===== src/inc/rivp_pkg.sv =====
// Constants for the reset and interrupt vector placement block.
// Assumes a program memory addressed in words, 12 address bits wide.
package rivp_pkg;

  localparam int          ADDR_W          = 12;
  localparam int          VNUM_W          = 5;
  localparam int          RESET_SRC_W     = 4;

  // Reset vector when the boot-reset fuse is unprogrammed
  localparam logic [11:0] RESET_ADDR_APP  = 12'h000;
  // Table start with vectors in the application section
  localparam logic [11:0] TABLE_BASE_APP  = 12'h001;
  // Distance from the boot reset address to the relocated table
  localparam logic [11:0] TABLE_OFS_BOOT  = 12'h001;
  // Boot reset address for a 2 Kbyte boot section
  localparam logic [11:0] BOOT_RESET_DEF  = 12'hC00;

  localparam logic [4:0]  VNUM_RESET      = 5'h01;
  localparam logic [4:0]  VNUM_FIRST_IRQ  = 5'h02;
  localparam logic [4:0]  VNUM_LAST_IRQ   = 5'h1A;

  // Fuse level read as programmed
  localparam logic        FUSE_PROGRAMMED = 1'b0;

  // Bit positions of the reset sources
  localparam int          RSRC_PIN        = 0;
  localparam int          RSRC_POWER_ON   = 1;
  localparam int          RSRC_BROWN_OUT  = 2;
  localparam int          RSRC_WATCHDOG   = 3;

endpackage


===== src/rtl/rivp_vector_gen.sv =====
// Reset and interrupt vector address generator for the core fetch logic.
// Assumes the core presents a one-cycle irq_take with the vector number of
// the interrupt it has accepted; priority arbitration happens outside.
module rivp_vector_gen #(
  parameter logic [rivp_pkg::ADDR_W-1:0] BOOT_RESET_ADDR = rivp_pkg::BOOT_RESET_DEF
) (
  input  wire logic                             core_clk,
  input  wire logic                             rst,
  input  wire logic                             boot_reset_fuse,
  input  wire logic                             vector_select_boot,
  input  wire logic [rivp_pkg::RESET_SRC_W-1:0] reset_source,
  input  wire logic                             irq_take,
  input  wire logic [rivp_pkg::VNUM_W-1:0]      irq_vec_num,
  output logic                                  vector_valid,
  output logic      [rivp_pkg::ADDR_W-1:0]      vector_addr,
  output logic      [rivp_pkg::VNUM_W-1:0]      vector_num,
  output logic                                  vector_is_reset
);
  import rivp_pkg::*;

  ////////////////////////////////////////////////////////////////////////////
  // Address arithmetic

  function automatic logic [ADDR_W-1:0] reset_target(input logic fuse);
    reset_target = (fuse == FUSE_PROGRAMMED) ? BOOT_RESET_ADDR : RESET_ADDR_APP;
  endfunction

  function automatic logic [ADDR_W-1:0] table_base(input logic sel);
    table_base = sel ? ADDR_W'(BOOT_RESET_ADDR + TABLE_OFS_BOOT) : TABLE_BASE_APP;
  endfunction

  // Table base is vector two, so the slot is base plus n minus two
  function automatic logic [ADDR_W-1:0] irq_target(input logic sel,
                                                   input logic [VNUM_W-1:0] num);
    irq_target = ADDR_W'(table_base(sel) + {{(ADDR_W-VNUM_W){1'b0}}, num}
                         - {{(ADDR_W-VNUM_W){1'b0}}, VNUM_FIRST_IRQ});
  endfunction

  function automatic logic legal_irq(input logic [VNUM_W-1:0] num);
    legal_irq = (num >= VNUM_FIRST_IRQ) && (num <= VNUM_LAST_IRQ);
  endfunction

  ////////////////////////////////////////////////////////////////////////////
  // Request selection

  logic boot_pending;
  logic reset_req;
  logic irq_ok;
  logic next_valid;

  // Held high through rst so the first edge after release fetches the reset vector
  always_ff @(posedge core_clk) begin
    boot_pending <= rst;
  end

  // Any source, including a level still held, keeps restarting at vector one
  assign reset_req  = boot_pending | (|reset_source);
  // Numbers outside 2..26 have no slot and are dropped without an answer
  assign irq_ok     = irq_take & legal_irq(irq_vec_num);
  assign next_valid = reset_req | irq_ok;

  ////////////////////////////////////////////////////////////////////////////
  // Vector output

  always_ff @(posedge core_clk) begin
    if (rst) begin
      vector_valid <= 1'b0;
    end else begin
      vector_valid <= next_valid;
    end
  end

  always_ff @(posedge core_clk) begin
    if (rst) begin
      vector_is_reset <= 1'b0;
    end else if (next_valid) begin
      vector_is_reset <= reset_req;
    end
  end

  always_ff @(posedge core_clk) begin
    if (rst) begin
      vector_num <= VNUM_RESET;
    end else if (reset_req) begin
      vector_num <= VNUM_RESET;
    end else if (irq_ok) begin
      vector_num <= irq_vec_num;
    end
  end

  // Reset address and table base are chosen independently of each other
  always_ff @(posedge core_clk) begin
    if (rst) begin
      vector_addr <= RESET_ADDR_APP;
    end else if (reset_req) begin
      vector_addr <= reset_target(boot_reset_fuse);
    end else if (irq_ok) begin
      vector_addr <= irq_target(vector_select_boot, irq_vec_num);
    end
  end

  logic irq_only;
  assign irq_only = irq_ok & ~reset_req;
endmodule


===== config.mk =====
export PLATFORM = sky130hd
export DESIGN_NAME = rivp_vector_gen
export DESIGN_NICKNAME = d
export VERILOG_FILES = /design/src/inc/rivp_pkg.sv /design/src/rtl/rivp_vector_gen.sv
export SDC_FILE = /design/constraint.sdc
export NUM_CORES = 1
export LEC_CHECK = 0
export CAP_MARGIN = 15
export CORE_MARGIN = 2
export CORE_UTILIZATION = 55
export DETAILED_ROUTE_END_ITERATION = 8
export DONT_BUFFER_PORTS = 1
export PLACE_DENSITY = 0.69
export SLEW_MARGIN = 25
export SYNTH_ARGS = -nofsm -noshare
export SYNTH_HDL_FRONTEND = slang
export SYNTH_SLANG_ARGS = --single-unit

===== constraint.sdc =====
create_clock -name core_clk -period 2.7 [get_ports core_clk]
set_input_delay 0.135 -clock core_clk [delete_from_list [all_inputs] [get_ports core_clk]]
set_output_delay 0.135 -clock core_clk [all_outputs]
set_load 0.02 [all_outputs]

=== Word level (Yosys, flattened, before mapping) ===
Index checks and enable logic that the tools add are counted.

* Input port bits: 14
* Register bits after elaboration: 20
* Logic and storage cells: 20

* $add $sub $neg: 2
* Mux-type cells: 4
* Order comparisons: 2
* Bitwise operators: 3
* Reductions and logical operators: 4

{| class="wikitable"
|+ Operators by type and width
! kind !! count
|-
| 2-to-1 mux 12 bit || 4
|-
| adder 12 x 5 -> 12 bit || 1
|-
| subtractor 12 x 2 -> 12 bit (second input constant) || 1
|-
| greater-or-equal comparator 5 x 2 -> 1 bit (second input constant) || 1
|-
| <= comparator 5 bit (second input constant) || 1
|-
| OR reduction 4 bit || 1
|-
| OR 1 bit || 2
|-
| nonzero test 2 bit || 1
|-
| OR reduction 2 bit || 1
|-
| bitwise AND 1 bit || 1
|-
| logical AND 1 bit || 1
|}

=== Depth between registers and ports, before layout ===
* Word-level depth: 5
* Mapped depth: 6
* Depth with buffers taken out: 6

=== Worst setup path after synthesis ===
OpenSTA, ideal clock, no wires.

* Path type: input -> register
* Start: input reset_source[1] in the netlist's numbering
* End: register vector_addr[1] in the netlist's numbering
* Required time: 2630 ps
* Buffers on the path: 2
* Library setup time: 70 ps
* Stages on the path: 5
* Slack: 1237 ps
* Data arrival time: 1393 ps
* Cell sequence: or4_1 -> or3_1 -> clkbuf_1 -> buf_2 -> a21oi_1

* Word-level cells in the longest chain between the ends: 3

{| class="wikitable"
|+ Ends and longest elaborated chain
! element !! RTL line !! RTL
|-
| start: declaration || rivp_vector_gen.sv:11 || <nowiki>input wire logic [rivp_pkg::RESET_SRC_W-1:0] reset_source,</nowiki>
|-
| OR reduction 4 bit (*) || rivp_vector_gen.sv:57 || <nowiki>assign reset_req = boot_pending | (|reset_source);</nowiki>
|-
| OR 1 bit (*) || rivp_vector_gen.sv:57 ||
|-
| 2-to-1 mux 12 bit / nonzero test 2 bit (equally long branches) || -- ||
|-
| end signal: assignment || rivp_vector_gen.sv:96 || <nowiki>vector_addr <= reset_target(boot_reset_fuse);</nowiki>
|-
| end signal: assignment || rivp_vector_gen.sv:98 || <nowiki>vector_addr <= irq_target(vector_select_boot, irq_vec_num);</nowiki>
|-
| end: declaration || rivp_vector_gen.sv:15 || <nowiki>output logic [rivp_pkg::ADDR_W-1:0] vector_addr,</nowiki>
|}

Mark *: on every way between the ends. The rest lies on a longest branch, timed or not.
A chain may end at the register's enable or synchronous reset.

=== Worst setup path after layout ===
* Start: input irq_vec_num[3] in the netlist's numbering
* End: register vector_addr[3] in the netlist's numbering

* Word-level cells in the longest chain between the ends: 4

{| class="wikitable"
|+ Ends and longest elaborated chain
! element !! RTL line !! RTL
|-
| start: declaration || rivp_vector_gen.sv:13 || <nowiki>input wire logic [rivp_pkg::VNUM_W-1:0] irq_vec_num,</nowiki>
|-
| adder 12 x 5 -> 12 bit (tied with other cells) || rivp_vector_gen.sv:35 || <nowiki>irq_target = ADDR_W'(table_base(sel) + {{(ADDR_W-VNUM_W){1'b0}}, num}</nowiki>
|-
| subtractor 12 x 2 -> 12 bit / logical AND 1 bit (equally long branches) || rivp_vector_gen.sv:36, rivp_vector_gen.sv:40 ||
|-
| 2-to-1 mux 12 bit / bitwise AND 1 bit (equally long branches) || rivp_vector_gen.sv:97, rivp_vector_gen.sv:59 ||
|-
| 2-to-1 mux 12 bit / nonzero test 2 bit (equally long branches) || -- ||
|}

Several ways; a longest one is shown, not always the timed one. The select of a mux whose other input is x is not followed.

==> impl_metrics.py <==
metrics = {
    "logic_synthesis": {
        "synth_flop_cell": "dfxtp_1",
        "ys_warn_count": 0,
        "synth.area.top_cells": "dfxtp_1 45%, mux2i_1 11%, a21oi_1 6.0%",
        "yosysMostFrequentCell": "dfxtp_1",
        "synth-edff-count": 0,
        "ys_seq_area_share_pct": 45.3,
        "synth-seq-cells": 19,
        "syn_inst": 87,
        "synth_top_area_share_pct": 45.3,
        "ys_top_cells_by_count": "19 x dfxtp_1, 10 x a21oi_1, 10 x nor2_1",
        "synth.distinct_cells": 26,
        "netlist_area_um2": 840,
        "syn-num-nets": 104,
        "synthArstFlopShare_pct": 0,
        "syn_avg_cell_area_um2": 9.65,
        "synth.largest_area_cell": "dfxtp_1",
    },
    "clocking": {
        "clk_pin_slew_ns": 0.11,
        "hold_buffers": 4,
        "h-tree-depth": 1,
        "numCtsBuffers": 3,
        "cts_setup_buffers": 0,
        "ctsResizeCount": 0,
        "clockRootBuffer": "clkbuf_4",
        "cts_tree": "done",
        "clk_latency_ns": 0.30,
        "cts_sinks": 19,
        "clockBufferDepth": 2,
    },
    "routing": {
        "drt_pass1_iterations": 4,
        "routed_wirelength_um": 1570,
        "drtIter0Drc": 13,
        "via_count": 595,
        "routedWlPerCell_um": 14.8,
        "drc": 0,
        "via_per_inst": 5.61,
        "final_antenna_net_count": 0,
    },
    "timing": {
        "timing.final.crit_share_pct": 56.3,
        "relSlewSlack_pct": 52.5,
        "whs_ns": 0.0346,
        "setup_viol": 0,
        "skew_ns": 0.00189,
        "rsz0062_at_grt": "no",
        "maxSlewViolCount": 0,
        "setup_ws_ns": 1.18,
        "fin_tns_setup_ns": 0,
        "worstMarginPinSlew_ns": 0.713,
        "max_freq_mhz": 657,
        "min_period_ns": 1.52,
        "hold_violations": 0,
    },
    "pwr": {
        "powerDensity_mw_per_mm2": 552,
        "power_leakage_nw": 0.355,
        "finalPower_mw": 0.494,
        "ir_drop_mv": 0.393,
    },
    "global_route": {
        "antenna_found_initial": 0,
        "grt_pass1_wl_um": 2530,
        "grt_pass1_vias": 581,
        "grt_max_degree": 23,
        "grt-ovfl-total": 0,
        "grt_usage_pct": 18.5,
    },
    "place": {
        "pre_cts_ws_ns": 0.923,
        "place_inst": 98,
        "gp_congestion": 0.819,
        "placed_area_um2": 825,
        "dp.final_hpwl_um": 1080,
        "port-buffer-count": 0,
    },
    "floorplan": {
        "die_x_um": 43.1,
        "pin_count": 33,
        "num_rows": 14,
        "core_mm2": 0.00147,
        "die_area_mm2": 0.00186,
        "die_h_um": 43.1,
        "floorplan.initialDensity_pct": 57.1,
    },
    "setup_path": {
        "worstPathRequired_ns": 2.88,
        "r2r_slack_ns": 1.37,
        "path_max_fanout": 22,
        "cp-end-kind": "register",
        "path_class": "in2reg",
        "worstPathArrival_ns": 1.70,
        "start_kind": "input pin",
    },
    "layout": {
        "final_nets": 108,
        "final_cells": 106,
        "area_delta_synth_final_pct": 6.56,
        "n_antenna_cell": 0,
        "layout-drive-gt1-share_pct": 11.1,
        "fin_area_um2": 895,
        "fin_util_pct": 60.8,
    },
    "run_status": {
        "outcome": "completed",
    },
    "run": {
        "drv_cap": 0,
    },
    "worst_hold_path": {
        "hp-class": "in2reg",
    },
}
==> cell families (layout without fill, tap and decap cells) <==
family | Yosys count | count (layout) | synth area share [%]
AND/OR/NAND/NOR | 27 | 27 | 16.1
AO/OA/AOI/OAI | 17 | 17 | 14.3
multiplexers | 9 | 9 | 10.7
adder cells (fa/ha/maj) | 3 | 3 | 4.47
flip-flops | 19 | 19 | 45.3
XOR/XNOR | 3 | 3 | 3.13
buffers and inverters | 9 | 12 | 5.96
==> sequential cells by signal, indices dropped and copies added, names as in the netlist <==
| name | flops |
|---|---|
| vector_addr | 11 |
| vector_num | 5 |
| boot_pending | 1 |
| vector_is_reset | 1 |
| vector_valid | 1 |
==> critical path, stage by stage <==
cell      delay (ns)
or4_4           0.55
o221ai_4        0.60
mux2i_1         0.32
nor2_1          0.09
==> report_power, final <==
group / total, mW / switching (mW) / internal (mW)
Sequential: 0.293 / 0.00791 / 0.285
Combinational: 0.0483 / 0.0245 / 0.0238
Clock: 0.153 / 0.0961 / 0.0565
==> cell type report <==
type                       instances  area, um2
timing repair buffer               4       40.0
clock buffer                       3       22.5
sequential                        19        380
multi-input combinational         59        409
inverter                           4       15.0
clock inverter                     1       7.51
tap                               16       20.0
fill                             135        577
==> cells in the final DEF (no fill, tap or decap), types with 2 or more instances in the layout <==
master         Yosys  layout
a21oi_1           10      10
clkbuf_4           0       3
dfxtp_1           19      19
dlygate4sd3_1      0       4
ha_1               3       3
inv_1              4       4
mux2i_1            9       9
nand2_1            7       7
nor2_1            10      10
or2_2              3       3
or3_1              2       2
xor2_1             3       3
==> worst paths after layout <==
path              cells after the start        endpoint      startpoint
setup / recovery                      4  vector_addr[3]  irq_vec_num[3]
hold / removal                        2  vector_addr[7]  irq_vec_num[0]
setup reg to reg                      2   vector_num[0]    boot_pending
hold reg to reg                       2  vector_addr[4]  vector_addr[4]
==> layer usage <==
metal | GRT usage (%) | vias up | share of wire, %
li1 | - | 307 | -
met1 | 21.7 | 265 | 47
met2 | 28.2 | 19 | 45
met3 | 6.81 | 4 | 6.3
met4 | 12.1 | 0 | 2.3
met5 | 0 | - | 0
Note: power is estimated with default switching activity, not from simulation.
